===== src/pkg/ocd_pkg.sv =====
// option configuration word constants and field positions
package ocd_pkg;
    localparam int          CFG_W          = 16;
    localparam logic [15:0] CFG_RESET      = 16'h0000;
    localparam logic [15:0] CFG_RSVD_MASK  = 16'hfc30;
    localparam logic [15:0] CFG_FACTORY    = 16'h0000;
    localparam int          BIT_EXT_STOP   = 9;
    localparam int          BIT_LOW_VOLT   = 8;
    localparam int          BIT_PROTECT    = 7;
    localparam int          BIT_OSC_RC     = 6;
    localparam int          BIT_NMI_PULL   = 3;
    localparam int          BIT_TIMER_PULL = 2;
    localparam int          BIT_HW_WDG     = 1;
    localparam int          BIT_SAFEGUARD  = 0;
    localparam logic [1:0]  ADDR_LSB       = 2'h0;
    localparam logic [1:0]  ADDR_MSB       = 2'h1;
    typedef enum logic [1:0] {
        OCD_BLANK  = 2'b00,
        OCD_LOW    = 2'b01,
        OCD_LOCKED = 2'b11
    } ocd_state_t;
endpackage


===== src/pkg/ocd_cfg_if.sv =====
// carries the stored configuration word between store and decoder
`timescale 1ns/1ps
interface ocd_cfg_if;
    logic [15:0] word;
    logic        locked;
    modport store (output word, output locked);
    modport user  (input word, input locked);
endinterface


===== src/verilog/ocd_cfg_store.sv =====
// configuration word store, programmable once per reset
`timescale 1ns/1ps
module ocd_cfg_store
    import ocd_pkg::*;
#(
    parameter bit MASK_ROM = 1'b0
) (
    input  wire logic       i_core_clk,
    input  wire logic       i_rst_n,
    input  wire logic       i_prog_mode,
    input  wire logic       i_wr,
    input  wire logic [1:0] i_addr,
    input  wire logic [7:0] i_wdata,
    ocd_cfg_if.store        cfg
);
    logic [15:0] word_ff;
    logic [15:0] nxt_word;
    ocd_state_t  state_ff;
    ocd_state_t  nxt_state;
    wire         wr_ok  = i_prog_mode && i_wr && !MASK_ROM;
    wire         wr_lsb = wr_ok && (i_addr == ADDR_LSB);
    wire         wr_msb = wr_ok && (i_addr == ADDR_MSB);
    always_comb begin
        nxt_word  = word_ff;
        nxt_state = state_ff;
        unique case (state_ff)
            OCD_BLANK: begin
                if (wr_lsb) begin
                    nxt_word[7:0] = i_wdata;
                    nxt_state     = OCD_LOW;
                end
            end
            OCD_LOW: begin
                // upper byte completes the single programming pass
                if (wr_msb) begin
                    nxt_word[15:8] = i_wdata;
                    nxt_state      = OCD_LOCKED;
                end
            end
            OCD_LOCKED: begin
                nxt_word = word_ff;
            end
            default: begin
                nxt_state = OCD_LOCKED;
            end
        endcase
    end
    always_ff @(posedge i_core_clk or negedge i_rst_n) begin
        if (!i_rst_n) begin
            word_ff  <= MASK_ROM ? CFG_FACTORY : CFG_RESET;
            state_ff <= MASK_ROM ? OCD_LOCKED : OCD_BLANK;
        end else begin
            word_ff  <= nxt_word;
            state_ff <= nxt_state;
        end
    end
    // reserved positions forced low regardless of what the tool wrote
    assign cfg.word   = word_ff & ~CFG_RSVD_MASK;
    assign cfg.locked = (state_ff == OCD_LOCKED);
endmodule


===== src/verilog/ocd_option_decoder.sv =====
// decodes the option configuration word into static device settings
`timescale 1ns/1ps
// Operation
// - sixteen bit word selects hardware configuration
// - word unmapped, reachable only in programming mode
// - word programmable once per reset, later writes ignored
// - mask parts fixed, no read path
// - blank parts ship with all zeros
// - bit 9 allows stop with watchdog while nmi pin is high
// - bit 8 enables low voltage detector
// - bit 7 blocks external program readout
// - bit 6 selects rc oscillator
// - bit 3 enables nmi pin pullup
// - bit 2 enables timer pin pullup
// - bit 1 forces hardware watchdog
// - bit 0 enables oscillator safeguard
module ocd_option_decoder
    import ocd_pkg::*;
#(
    parameter bit MASK_ROM = 1'b0
) (
    input  wire logic       i_core_clk,
    input  wire logic       i_rst_n,
    input  wire logic       i_prog_mode,
    input  wire logic       i_prog_wr,
    input  wire logic       i_prog_rd,
    input  wire logic [1:0] i_prog_addr,
    input  wire logic [7:0] i_prog_wdata,
    input  wire logic       i_nmi_pin,
    input  wire logic       i_wdg_active,
    output logic      [7:0] o_prog_rdata,
    output logic            o_cfg_locked,
    output logic            o_stop_allowed,
    output logic            o_low_volt_detect_en,
    output logic            o_readout_protect,
    output logic            o_osc_rc_sel,
    output logic            o_nmi_pin_pullup_en,
    output logic            o_timer_pin_pullup_en,
    output logic            o_hw_watchdog_sel,
    output logic            o_osc_safeguard_en
);
    ocd_cfg_if cfg ();

    ocd_cfg_store #(.MASK_ROM(MASK_ROM)) u_store (
        .i_core_clk (i_core_clk),
        .i_rst_n    (i_rst_n),
        .i_prog_mode(i_prog_mode),
        .i_wr       (i_prog_wr),
        .i_addr     (i_prog_addr),
        .i_wdata    (i_prog_wdata),
        .cfg        (cfg)
    );

    // pin levels come from outside the clock domain
    logic [1:0] nmi_sync_ff;
    logic [1:0] wdg_sync_ff;
    logic [7:0] rdata_ff;
    logic [7:0] nxt_rdata;
    logic [7:0] cfg_bits_ff;
    logic [7:0] nxt_cfg_bits;
    logic       stop_ff;
    logic       locked_ff;

    always_ff @(posedge i_core_clk or negedge i_rst_n) begin
        if (!i_rst_n) begin
            nmi_sync_ff <= 2'h0;
            wdg_sync_ff <= 2'h0;
        end else begin
            nmi_sync_ff <= {nmi_sync_ff[0], i_nmi_pin};
            wdg_sync_ff <= {wdg_sync_ff[0], i_wdg_active};
        end
    end

    wire        nmi_high  = nmi_sync_ff[1];
    wire        wdg_on    = wdg_sync_ff[1] || cfg.word[BIT_HW_WDG];
    wire        ext_stop  = cfg.word[BIT_EXT_STOP];
    // stop is always fine without a running watchdog
    wire        nxt_stop  = !wdg_on || (ext_stop && nmi_high);
    wire        rd_ok     = i_prog_mode && i_prog_rd && !MASK_ROM;
    wire        rd_lsb    = rd_ok && (i_prog_addr == ADDR_LSB);
    wire        rd_msb    = rd_ok && (i_prog_addr == ADDR_MSB);
    // settings move in programming mode or until locked, so user mode sees them static once locked
    wire        cfg_upd   = i_prog_mode || !cfg.locked;

    assign nxt_rdata = rd_lsb ? cfg.word[7:0] : (rd_msb ? cfg.word[15:8] : 8'h00);
    assign nxt_cfg_bits = cfg_upd ? {cfg.word[BIT_LOW_VOLT],
                                     cfg.word[BIT_PROTECT],
                                     cfg.word[BIT_OSC_RC],
                                     cfg.word[BIT_NMI_PULL],
                                     cfg.word[BIT_TIMER_PULL],
                                     cfg.word[BIT_HW_WDG],
                                     cfg.word[BIT_SAFEGUARD],
                                     1'b0}
                                  : cfg_bits_ff;

    always_ff @(posedge i_core_clk or negedge i_rst_n) begin
        if (!i_rst_n) begin
            rdata_ff    <= 8'h00;
            cfg_bits_ff <= 8'h00;
            stop_ff     <= 1'b0;
            locked_ff   <= 1'b0;
        end else begin
            rdata_ff    <= nxt_rdata;
            cfg_bits_ff <= nxt_cfg_bits;
            stop_ff     <= nxt_stop;
            locked_ff   <= cfg.locked;
        end
    end

    assign o_prog_rdata          = rdata_ff;
    assign o_cfg_locked          = locked_ff;
    assign o_stop_allowed        = stop_ff;
    assign o_low_volt_detect_en  = cfg_bits_ff[7];
    assign o_readout_protect     = cfg_bits_ff[6];
    assign o_osc_rc_sel          = cfg_bits_ff[5];
    assign o_nmi_pin_pullup_en   = cfg_bits_ff[4];
    assign o_timer_pin_pullup_en = cfg_bits_ff[3];
    assign o_hw_watchdog_sel     = cfg_bits_ff[2];
    assign o_osc_safeguard_en    = cfg_bits_ff[1];
endmodule

===== config.mk =====
export PLATFORM = sky130hd
export DESIGN_NAME = ocd_option_decoder
export DESIGN_NICKNAME = d
export VERILOG_FILES = /design/src/pkg/ocd_pkg.sv /design/src/pkg/ocd_cfg_if.sv /design/src/verilog/ocd_cfg_store.sv /design/src/verilog/ocd_option_decoder.sv
export SDC_FILE = /design/constraint.sdc
export NUM_CORES = 1
export LEC_CHECK = 0
export BUFFER_PORTS_ARGS = -buffer_cell sky130_fd_sc_hd__buf_2
export CORE_ASPECT_RATIO = 1.75
export CORE_MARGIN = 8
export CORE_UTILIZATION = 46
export CTS_BUF_LIST = sky130_fd_sc_hd__clkbuf_2 sky130_fd_sc_hd__clkbuf_4 sky130_fd_sc_hd__clkbuf_8
export DETAILED_ROUTE_END_ITERATION = 8
export GPL_ROUTABILITY_DRIVEN = 0
export PLACE_DENSITY = 0.74
export SKIP_CTS_REPAIR_TIMING = 1
export SYNTH_ARGS = -nofsm -noshare
export SYNTH_HDL_FRONTEND = slang
export SYNTH_SLANG_ARGS = --single-unit

===== constraint.sdc =====
create_clock -name i_core_clk -period 1.5 [get_ports i_core_clk]
set_input_delay 0.45 -clock i_core_clk [delete_from_list [all_inputs] [get_ports i_core_clk]]
set_output_delay 0.45 -clock i_core_clk [all_outputs]
set_load 0.02 [all_outputs]

==> run_summary.xml, run 1 <==
<?xml version="1.0" encoding="UTF-8"?>
<metrics>
  <group name="status">
    <metric name="outcome" unit="">complete, but fails checks</metric>
    <metric name="failed_checks" unit="">setup timing</metric>
  </group>
  <group name="clocking">
    <metric name="cts.root.buffer_cell" unit="">sky130_fd_sc_hd__clkbuf_8</metric>
    <metric name="cts_tree" unit="">built</metric>
    <metric name="clkLatencyLatePin" unit="ns">0.28</metric>
    <metric name="clock_sink_count" unit="">29</metric>
    <metric name="worst_setup_hold_path_clk_slew" unit="ns">0.06</metric>
    <metric name="htree_levels" unit="">2</metric>
    <metric name="tritoncts.num_buffers" unit="">5</metric>
    <metric name="cts_max_path_bufs" unit="">2</metric>
  </group>
  <group name="sta">
    <metric name="fmaxAchievable" unit="GHz">0.636</metric>
    <metric name="finalHoldViolations" unit="">0</metric>
    <metric name="timing.final.max_slew_violations" unit="">0</metric>
    <metric name="period_needed" unit="ns">1.57</metric>
    <metric name="post-route-worst-setup-slack" unit="ns">-0.0721</metric>
    <metric name="maxSlewHeadroom" unit="%">58.1</metric>
    <metric name="worst-slew-pin-transition" unit="ns">0.629</metric>
    <metric name="period_share" unit="%">105</metric>
    <metric name="rsz0062_at_grt" unit="">yes</metric>
    <metric name="fin_skew" unit="ns">0.00385</metric>
    <metric name="finalSetupViolations" unit="">6</metric>
  </group>
  <group name="cells_and_area">
    <metric name="num_antenna_cells" unit="">0</metric>
    <metric name="number_of_nets_at_the_end_of_the_flow" unit="">132</metric>
    <metric name="multi_input_comb_area" unit="µm²">338</metric>
    <metric name="finalNonFillerCells" unit="">141</metric>
    <metric name="ff_latch_area" unit="µm²">726</metric>
    <metric name="layout-area-overhead-vs-synth" unit="%">31.2</metric>
    <metric name="num-fill-cells" unit="">180</metric>
    <metric name="layout-drive-gt1-share" unit="%">56.9</metric>
  </group>
  <group name="worst_setup_path">
    <metric name="crit_required" unit="ns">1.66</metric>
    <metric name="cp-end-kind" unit="">register</metric>
    <metric name="reg2reg_from" unit="">u_store.state_ff[1]</metric>
    <metric name="critical_path.reg2reg.endpoint" unit="">u_store.word_ff[0]</metric>
    <metric name="ff2ff_setup_slack" unit="ns">-0.07</metric>
    <metric name="crit_arrival" unit="ns">1.74</metric>
    <metric name="worstSetupStartpointType" unit="">register</metric>
    <metric name="r2r_cells" unit="">4</metric>
    <metric name="cp.buffers_inverters" unit="">1</metric>
    <metric name="path_delay_family" unit="">simple AND/OR/NAND/NOR gates</metric>
    <metric name="crit_type" unit="">register to register</metric>
    <metric name="crit_path_cell_trace" unit="">nor2_2, or4b_4, buf_6, mux2_4</metric>
    <metric name="worst_path_largest_cell_delay" unit="ns">0.47</metric>
    <metric name="crit_slowest_cell" unit="">sky130_fd_sc_hd__or4b_4</metric>
    <metric name="crit_path_max_fanout" unit="">6</metric>
  </group>
  <group name="route">
    <metric name="via_per_inst" unit="">4.93</metric>
    <metric name="drt.antenna.violating_nets" unit="">0</metric>
    <metric name="routed_wire_length_per_instance" unit="µm">15.3</metric>
    <metric name="num_vias" unit="">695</metric>
    <metric name="post-route-drc-count" unit="">0</metric>
    <metric name="dr_pass1_iterations" unit="">4</metric>
    <metric name="detail_route.wirelength" unit="mm">2.15</metric>
    <metric name="initialDrtViolationCount" unit="">3</metric>
  </group>
  <group name="global_routing">
    <metric name="number_of_global_route_vias_before_repair" unit="">745</metric>
    <metric name="gr-usage-all-layers" unit="%">11.3</metric>
    <metric name="grt_antenna_before_repair" unit="">0</metric>
    <metric name="global_route.usage.met1" unit="%">10.1</metric>
    <metric name="grt_start_max_net_pins" unit="">30</metric>
    <metric name="grtUsageMet3" unit="%">6.10</metric>
    <metric name="grt.busiest_layer" unit="">met2</metric>
    <metric name="remaining_overflow_grt" unit="">0</metric>
    <metric name="first_pass_grt_wire_length" unit="mm">3.39</metric>
    <metric name="grt.met2_usage" unit="%">18.4</metric>
  </group>
  <group name="synthesis">
    <metric name="synth.top_cells.by_count" unit="">sky130_fd_sc_hd__dfrtp_1 (29), sky130_fd_sc_hd__mux2_2 (8), sky130_fd_sc_hd__mux2_4 (6), sky130_fd_sc_hd__and2_1 (5)</metric>
    <metric name="yosysSeqAreaShare" unit="%">66.5</metric>
    <metric name="post-synth-top-count-cell" unit="">sky130_fd_sc_hd__dfrtp_1</metric>
    <metric name="syn-mean-instance-area" unit="µm²">15.2</metric>
    <metric name="synthesis.instances" unit="">72</metric>
    <metric name="dominantRegCellSynth" unit="">sky130_fd_sc_hd__dfrtp_1</metric>
    <metric name="ys_ff_latch" unit="">29</metric>
    <metric name="synth_area_leader_cell" unit="">sky130_fd_sc_hd__dfrtp_1</metric>
    <metric name="synth_largest_type_area_fraction" unit="%">66.5</metric>
    <metric name="netlist-cell-type-count" unit="">20</metric>
    <metric name="synth_edf_count" unit="">0</metric>
    <metric name="synth_area_leaders" unit="">sky130_fd_sc_hd__dfrtp_1 (67%), sky130_fd_sc_hd__mux2_2 (8.3%), sky130_fd_sc_hd__mux2_4 (8.3%)</metric>
    <metric name="syn_area" unit="mm²">0.00109</metric>
    <metric name="ys.warnings.count" unit="">0</metric>
    <metric name="async_reset_ff_share" unit="%">100</metric>
  </group>
  <group name="placement">
    <metric name="numPlacedInstances" unit="">132</metric>
    <metric name="pre_cts_slack" unit="ns">-0.233</metric>
    <metric name="port-buffer-count" unit="">29</metric>
    <metric name="detailedPlacementHpwl" unit="mm">1.58</metric>
  </group>
  <group name="die">
    <metric name="top_level_ports" unit="">34</metric>
    <metric name="core_region_area" unit="mm²">0.00227</metric>
    <metric name="floorplan.initialDensity" unit="%">48.0</metric>
    <metric name="chipHeight" unit="µm">80.4</metric>
    <metric name="die_footprint" unit="mm²">0.00425</metric>
    <metric name="die_x" unit="µm">52.8</metric>
    <metric name="placementRows" unit="">23</metric>
  </group>
  <group name="power_and_ir_drop">
    <metric name="max-vdd-ir-drop" unit="mV">0.751</metric>
    <metric name="p_per_area" unit="mW/mm²">1090</metric>
    <metric name="leakage" unit="nW">0.789</metric>
    <metric name="power_after_layout" unit="mW">1.56</metric>
  </group>
  <group name="job">
    <metric name="drv.max_cap_violation_count" unit="">0</metric>
  </group>
  <group name="worst_hold_path">
    <metric name="holdCritPathClass" unit="">input port to asynchronous set/reset pin</metric>
  </group>
</metrics>
## where the power goes
group / total (mW) / internal [mW] / switching, mW
Combinational: 0.0726 / 0.0293 / 0.0433
Sequential: 0.791 / 0.789 / 0.00153
Clock: 0.696 / 0.413 / 0.283
## worst max-delay path by stage
stage	start	to	slack [ns]	cells after the start
after floorplan	i_prog_addr[0]	u_store.word_ff[0]	-0.11	4
after global placement	i_prog_mode	u_store.word_ff[0]	-0.21	5
after detailed placement	i_prog_mode	u_store.word_ff[2]	-0.23	5
after CTS	u_store.state_ff[0]	u_store.word_ff[3]	-0.1	4
after global routing	u_store.state_ff[1]	u_store.word_ff[1]	-0.08	4
final	u_store.state_ff[1]	u_store.word_ff[0]	-0.07	4
## cells in the final DEF (no fill, tap or decap), types with 2 or more instances in the layout
master / n
sky130_fd_sc_hd__and2_1: 5
sky130_fd_sc_hd__buf_2: 29
sky130_fd_sc_hd__buf_4: 10
sky130_fd_sc_hd__clkbuf_8: 7
sky130_fd_sc_hd__conb_1: 2
sky130_fd_sc_hd__dfrtp_1: 29
sky130_fd_sc_hd__mux2_2: 8
sky130_fd_sc_hd__mux2_4: 6
sky130_fd_sc_hd__mux2i_1: 2
sky130_fd_sc_hd__nand2_1: 3
sky130_fd_sc_hd__nor3_1: 3
sky130_fd_sc_hd__o31ai_1: 2
## cells by family after synthesis
kind of cell           after synthesis  share of synthesized area (%)
AOI/OAI and AO/OA                    3                           1.83
buffers and inverters                6                           3.44
DFF                                 29                           66.5
muxes                               17                           19.4
other                                1                          0.344
and+or+nand+nor                     16                           8.49
## stage by stage
stage / area, µm² / setup TNS [ns] / hold slack, ns / utilization, %
final: 1430 / -0.410 / 0.183 / 63.0
after global routing: 1430 / -0.446 / 0.222 / 63.0
after CTS: 1410 / -0.564 / 0.203 / 62.2
after detailed placement: 1310 / -1.55 / 0.335 / 57.7
after global placement: 1310 / -1.38 / 0.333 / 57.7
after floorplan: 1100 / -0.675 / 0.154 / -
## cell type report
class	count	share of cell area, %
multi-input cells	38	23.6
repair buffers	40	16.2
clock buffers	7	6.73
clock inverters	1	0.350
inverters	1	0.262
flip-flops and latches	29	50.7
well taps	25	2.19
## sequential cells by signal (all words and copies together), names as in the netlist
| signal | count |
|---|---|
| u_store.word_ff | 8 |
| cfg_bits_ff | 7 |
| o_stop_allowed | 1 |
| o_prog_rdata | 6 |
| nmi_sync_ff | 2 |
| u_store.state_ff | 2 |
| o_cfg_locked | 1 |
| wdg_sync_ff | 2 |
## layer usage
layer,part of all wire (%),up-vias
li1,-,325
met2,55,20
met3,7.3,5
met5,0,-
met4,3.0,0
met1,35,345
Note: power is estimated with default switching activity, not from simulation.
==> run 2, diff against run 1 <==
Settings changed: CORE_ASPECT_RATIO 1.75 to default, CORE_UTILIZATION 46 to 50, PLACE_DENSITY 0.74 to 0.76.
Clock period 1.5 ns to 1.9 ns, I/O delays scaled along.
==> run_summary.xml, run 2 (same netlist as run 1, synthesis figures left out) <==
<?xml version="1.0" encoding="UTF-8"?>
<metrics>
  <group name="route">
    <metric name="post-route-drc-count" unit="">0</metric>
    <metric name="initialDrtViolationCount" unit="">20</metric>
    <metric name="detail_route.wirelength" unit="mm">1.98</metric>
    <metric name="routedLengthMet1" unit="µm">780</metric>
    <metric name="drt.antenna.violating_nets" unit="">0</metric>
    <metric name="num_vias" unit="">667</metric>
    <metric name="met3_routed_wirelength" unit="µm">152</metric>
    <metric name="dr_pass1_iterations" unit="">4</metric>
    <metric name="routed_wire_length_per_instance" unit="µm">14.7</metric>
    <metric name="highest-signal-layer" unit="">met4</metric>
    <metric name="met2_wirelength" unit="µm">972</metric>
    <metric name="via_per_inst" unit="">4.94</metric>
  </group>
  <group name="die">
    <metric name="core_region_area" unit="mm²">0.00213</metric>
    <metric name="placementRows" unit="">17</metric>
    <metric name="die_footprint" unit="mm²">0.00393</metric>
    <metric name="floorplan.initialDensity" unit="%">51.3</metric>
    <metric name="top_level_ports" unit="">34</metric>
    <metric name="die_x" unit="µm">62.7</metric>
    <metric name="chipHeight" unit="µm">62.7</metric>
  </group>
  <group name="cells_and_area">
    <metric name="multi_input_comb_area" unit="µm²">332</metric>
    <metric name="layout-drive-gt1-share" unit="%">51.4</metric>
    <metric name="layout-area-overhead-vs-synth" unit="%">20.4</metric>
    <metric name="largest_register_ffs" unit="">8</metric>
    <metric name="num-fill-cells" unit="">182</metric>
    <metric name="number_of_nets_at_the_end_of_the_flow" unit="">125</metric>
    <metric name="max_flop_register" unit="">u_store.word_ff</metric>
    <metric name="num_antenna_cells" unit="">0</metric>
    <metric name="ff_latch_area" unit="µm²">726</metric>
    <metric name="most_frequent_cells_in_the_layout" unit="">sky130_fd_sc_hd__dfrtp_1 (29), sky130_fd_sc_hd__buf_2 (29), sky130_fd_sc_hd__mux2_2 (8)</metric>
  </group>
  <group name="clocking">
    <metric name="cts.root.buffer_cell" unit="">sky130_fd_sc_hd__clkbuf_4</metric>
    <metric name="cts_max_path_bufs" unit="">2</metric>
    <metric name="htree_levels" unit="">2</metric>
    <metric name="tritoncts.num_buffers" unit="">5</metric>
    <metric name="clkLatencyLatePin" unit="ns">0.32</metric>
    <metric name="worst_setup_hold_path_clk_slew" unit="ns">0.08</metric>
    <metric name="clock_sink_count" unit="">29</metric>
    <metric name="cts_tree" unit="">built</metric>
  </group>
  <group name="worst_setup_path">
    <metric name="cp-end-kind" unit="">register</metric>
    <metric name="crit_path_cell_trace" unit="">nor2_1, or4b_1, buf_4, mux2_4</metric>
    <metric name="r2r_cells" unit="">4</metric>
    <metric name="worstSetupStartpointType" unit="">register</metric>
    <metric name="reg2reg_from" unit="">u_store.state_ff[0]</metric>
    <metric name="crit_path_max_fanout" unit="">6</metric>
    <metric name="crit_required" unit="ns">2.11</metric>
    <metric name="critical_path.reg2reg.endpoint" unit="">u_store.word_ff[3]</metric>
    <metric name="crit_arrival" unit="ns">1.85</metric>
    <metric name="worst_path_largest_cell_delay" unit="ns">0.46</metric>
    <metric name="crit_type" unit="">register to register</metric>
    <metric name="crit_slowest_cell" unit="">sky130_fd_sc_hd__or4b_1</metric>
    <metric name="ff2ff_setup_slack" unit="ns">0.26</metric>
  </group>
  <group name="sta">
    <metric name="maxSlewHeadroom" unit="%">60.3</metric>
    <metric name="fin_skew" unit="ns">0.00271</metric>
    <metric name="timing.final.max_slew_violations" unit="">0</metric>
    <metric name="finalSetupViolations" unit="">0</metric>
    <metric name="worst_hold_slack" unit="ns">0.245</metric>
    <metric name="fin_tns_setup" unit="ns">0</metric>
    <metric name="fmaxAchievable" unit="GHz">0.608</metric>
    <metric name="worst-slew-pin-transition" unit="ns">0.595</metric>
    <metric name="finalHoldViolations" unit="">0</metric>
    <metric name="period_share" unit="%">86.6</metric>
    <metric name="period_needed" unit="ns">1.64</metric>
    <metric name="rsz0062_at_grt" unit="">no</metric>
  </group>
  <group name="power_and_ir_drop">
    <metric name="internal_power" unit="mW">0.768</metric>
    <metric name="power.share.sequential" unit="%">62.9</metric>
    <metric name="swShare" unit="%">22.4</metric>
    <metric name="pwr-share-comb" unit="%">5.1</metric>
    <metric name="p_per_area" unit="mW/mm²">754</metric>
    <metric name="max-vdd-ir-drop" unit="mV">0.418</metric>
    <metric name="power.share.clock" unit="%">32.0</metric>
    <metric name="netSwitchingPower" unit="mW">0.222</metric>
    <metric name="leakage" unit="nW">0.725</metric>
  </group>
  <group name="global_routing">
    <metric name="first_pass_grt_wire_length" unit="mm">3.39</metric>
    <metric name="grt_antenna_before_repair" unit="">0</metric>
    <metric name="remaining_overflow_grt" unit="">0</metric>
    <metric name="gr-usage-all-layers" unit="%">11.3</metric>
    <metric name="grt_start_max_net_pins" unit="">30</metric>
    <metric name="number_of_global_route_vias_before_repair" unit="">754</metric>
  </group>
  <group name="worst_hold_path">
    <metric name="holdCritPathClass" unit="">input port to asynchronous set/reset pin</metric>
  </group>
  <group name="placement">
    <metric name="port-buffer-count" unit="">29</metric>
    <metric name="detailedPlacementHpwl" unit="mm">1.47</metric>
  </group>
  <group name="job">
    <metric name="drv.max_cap_violation_count" unit="">0</metric>
  </group>
  <group name="status">
    <metric name="outcome" unit="">completed</metric>
  </group>
</metrics>
[run 2: cell types whose count changed in the layout (fill, tap and decap cells not counted)]
cell	delta
sky130_fd_sc_hd__nor2_2	-1
sky130_fd_sc_hd__or4b_4	-1
sky130_fd_sc_hd__clkbuf_4	+5
sky130_fd_sc_hd__or4b_1	+1
sky130_fd_sc_hd__buf_6	-1
sky130_fd_sc_hd__buf_4	-6
sky130_fd_sc_hd__nor2_1	+1
sky130_fd_sc_hd__clkbuf_8	-7
[run 2: how the worst max path moves through the flow]
stage / slack [ns] / start / end / depth (start not counted)
after floorplan: 0.14 / i_prog_addr[0] / u_store.word_ff[0] / 4
after global placement: 0.05 / i_prog_mode / u_store.word_ff[7] / 5
after detailed placement: 0.02 / i_prog_mode / u_store.word_ff[6] / 5
after CTS: 0.25 / u_store.state_ff[0] / u_store.word_ff[3] / 4
after global routing: 0.22 / u_store.state_ff[0] / u_store.word_ff[1] / 4
final: 0.26 / u_store.state_ff[0] / u_store.word_ff[3] / 4
[run 2: layout make-up]
| type | count | area share (%) |
|---|---|---|
| clock buffer | 5 | 2.86 |
| clock inverter | 1 | 0.381 |
| inverter | 1 | 0.286 |
| multi-input combinational | 38 | 25.2 |
| sequential | 29 | 55.2 |
| tap | 28 | 2.67 |
| timing repair buffer | 33 | 13.3 |
[run 2: worst max-delay path: cells and delay by family (launching register included)]
kind / cells / cell delay [ns]
muxes: 1 / 0.30
DFF: 1 / 0.40
and+or+nand+nor: 2 / 0.63
buffers and inverters: 1 / 0.19
[run 2: power groups by stage]
stage | clock (mW) | sequential, mW | combinational (mW)
2_1_floorplan | 0 | 0.637 | 0.0189
3_5_place_dp | 0 | 0.635 | 0.0519
4_1_cts | 0.328 | 0.623 | 0.0518
5_1_grt | 0.361 | 0.624 | 0.0567
3_3_place_gp | 0 | 0.635 | 0.0508
6_report | 0.317 | 0.623 | 0.0507
[run 2: stage by stage]
step | area, µm² | worst slack (ns) | instances | total power, mW | util (%)
2_1_floorplan | 1090 | 0.140 | 73 | 0.656 | -
3_3_place_gp | 1270 | 0.0509 | 129 | 0.686 | 59.8
3_5_place_dp | 1270 | 0.0225 | 129 | 0.687 | 59.8
4_1_cts | 1310 | 0.246 | 135 | 1.00 | 61.8
5_1_grt | 1310 | 0.216 | 135 | 1.04 | 61.8
6_report | 1310 | 0.255 | 135 | 0.990 | 61.8
[run 2: per-layer routing]
layer  vias up  GRT usage [%]
met4         0           11.1
met3         7           4.66
met2        28           17.6
met1       321           11.1
met5         -              0
li1        311              -
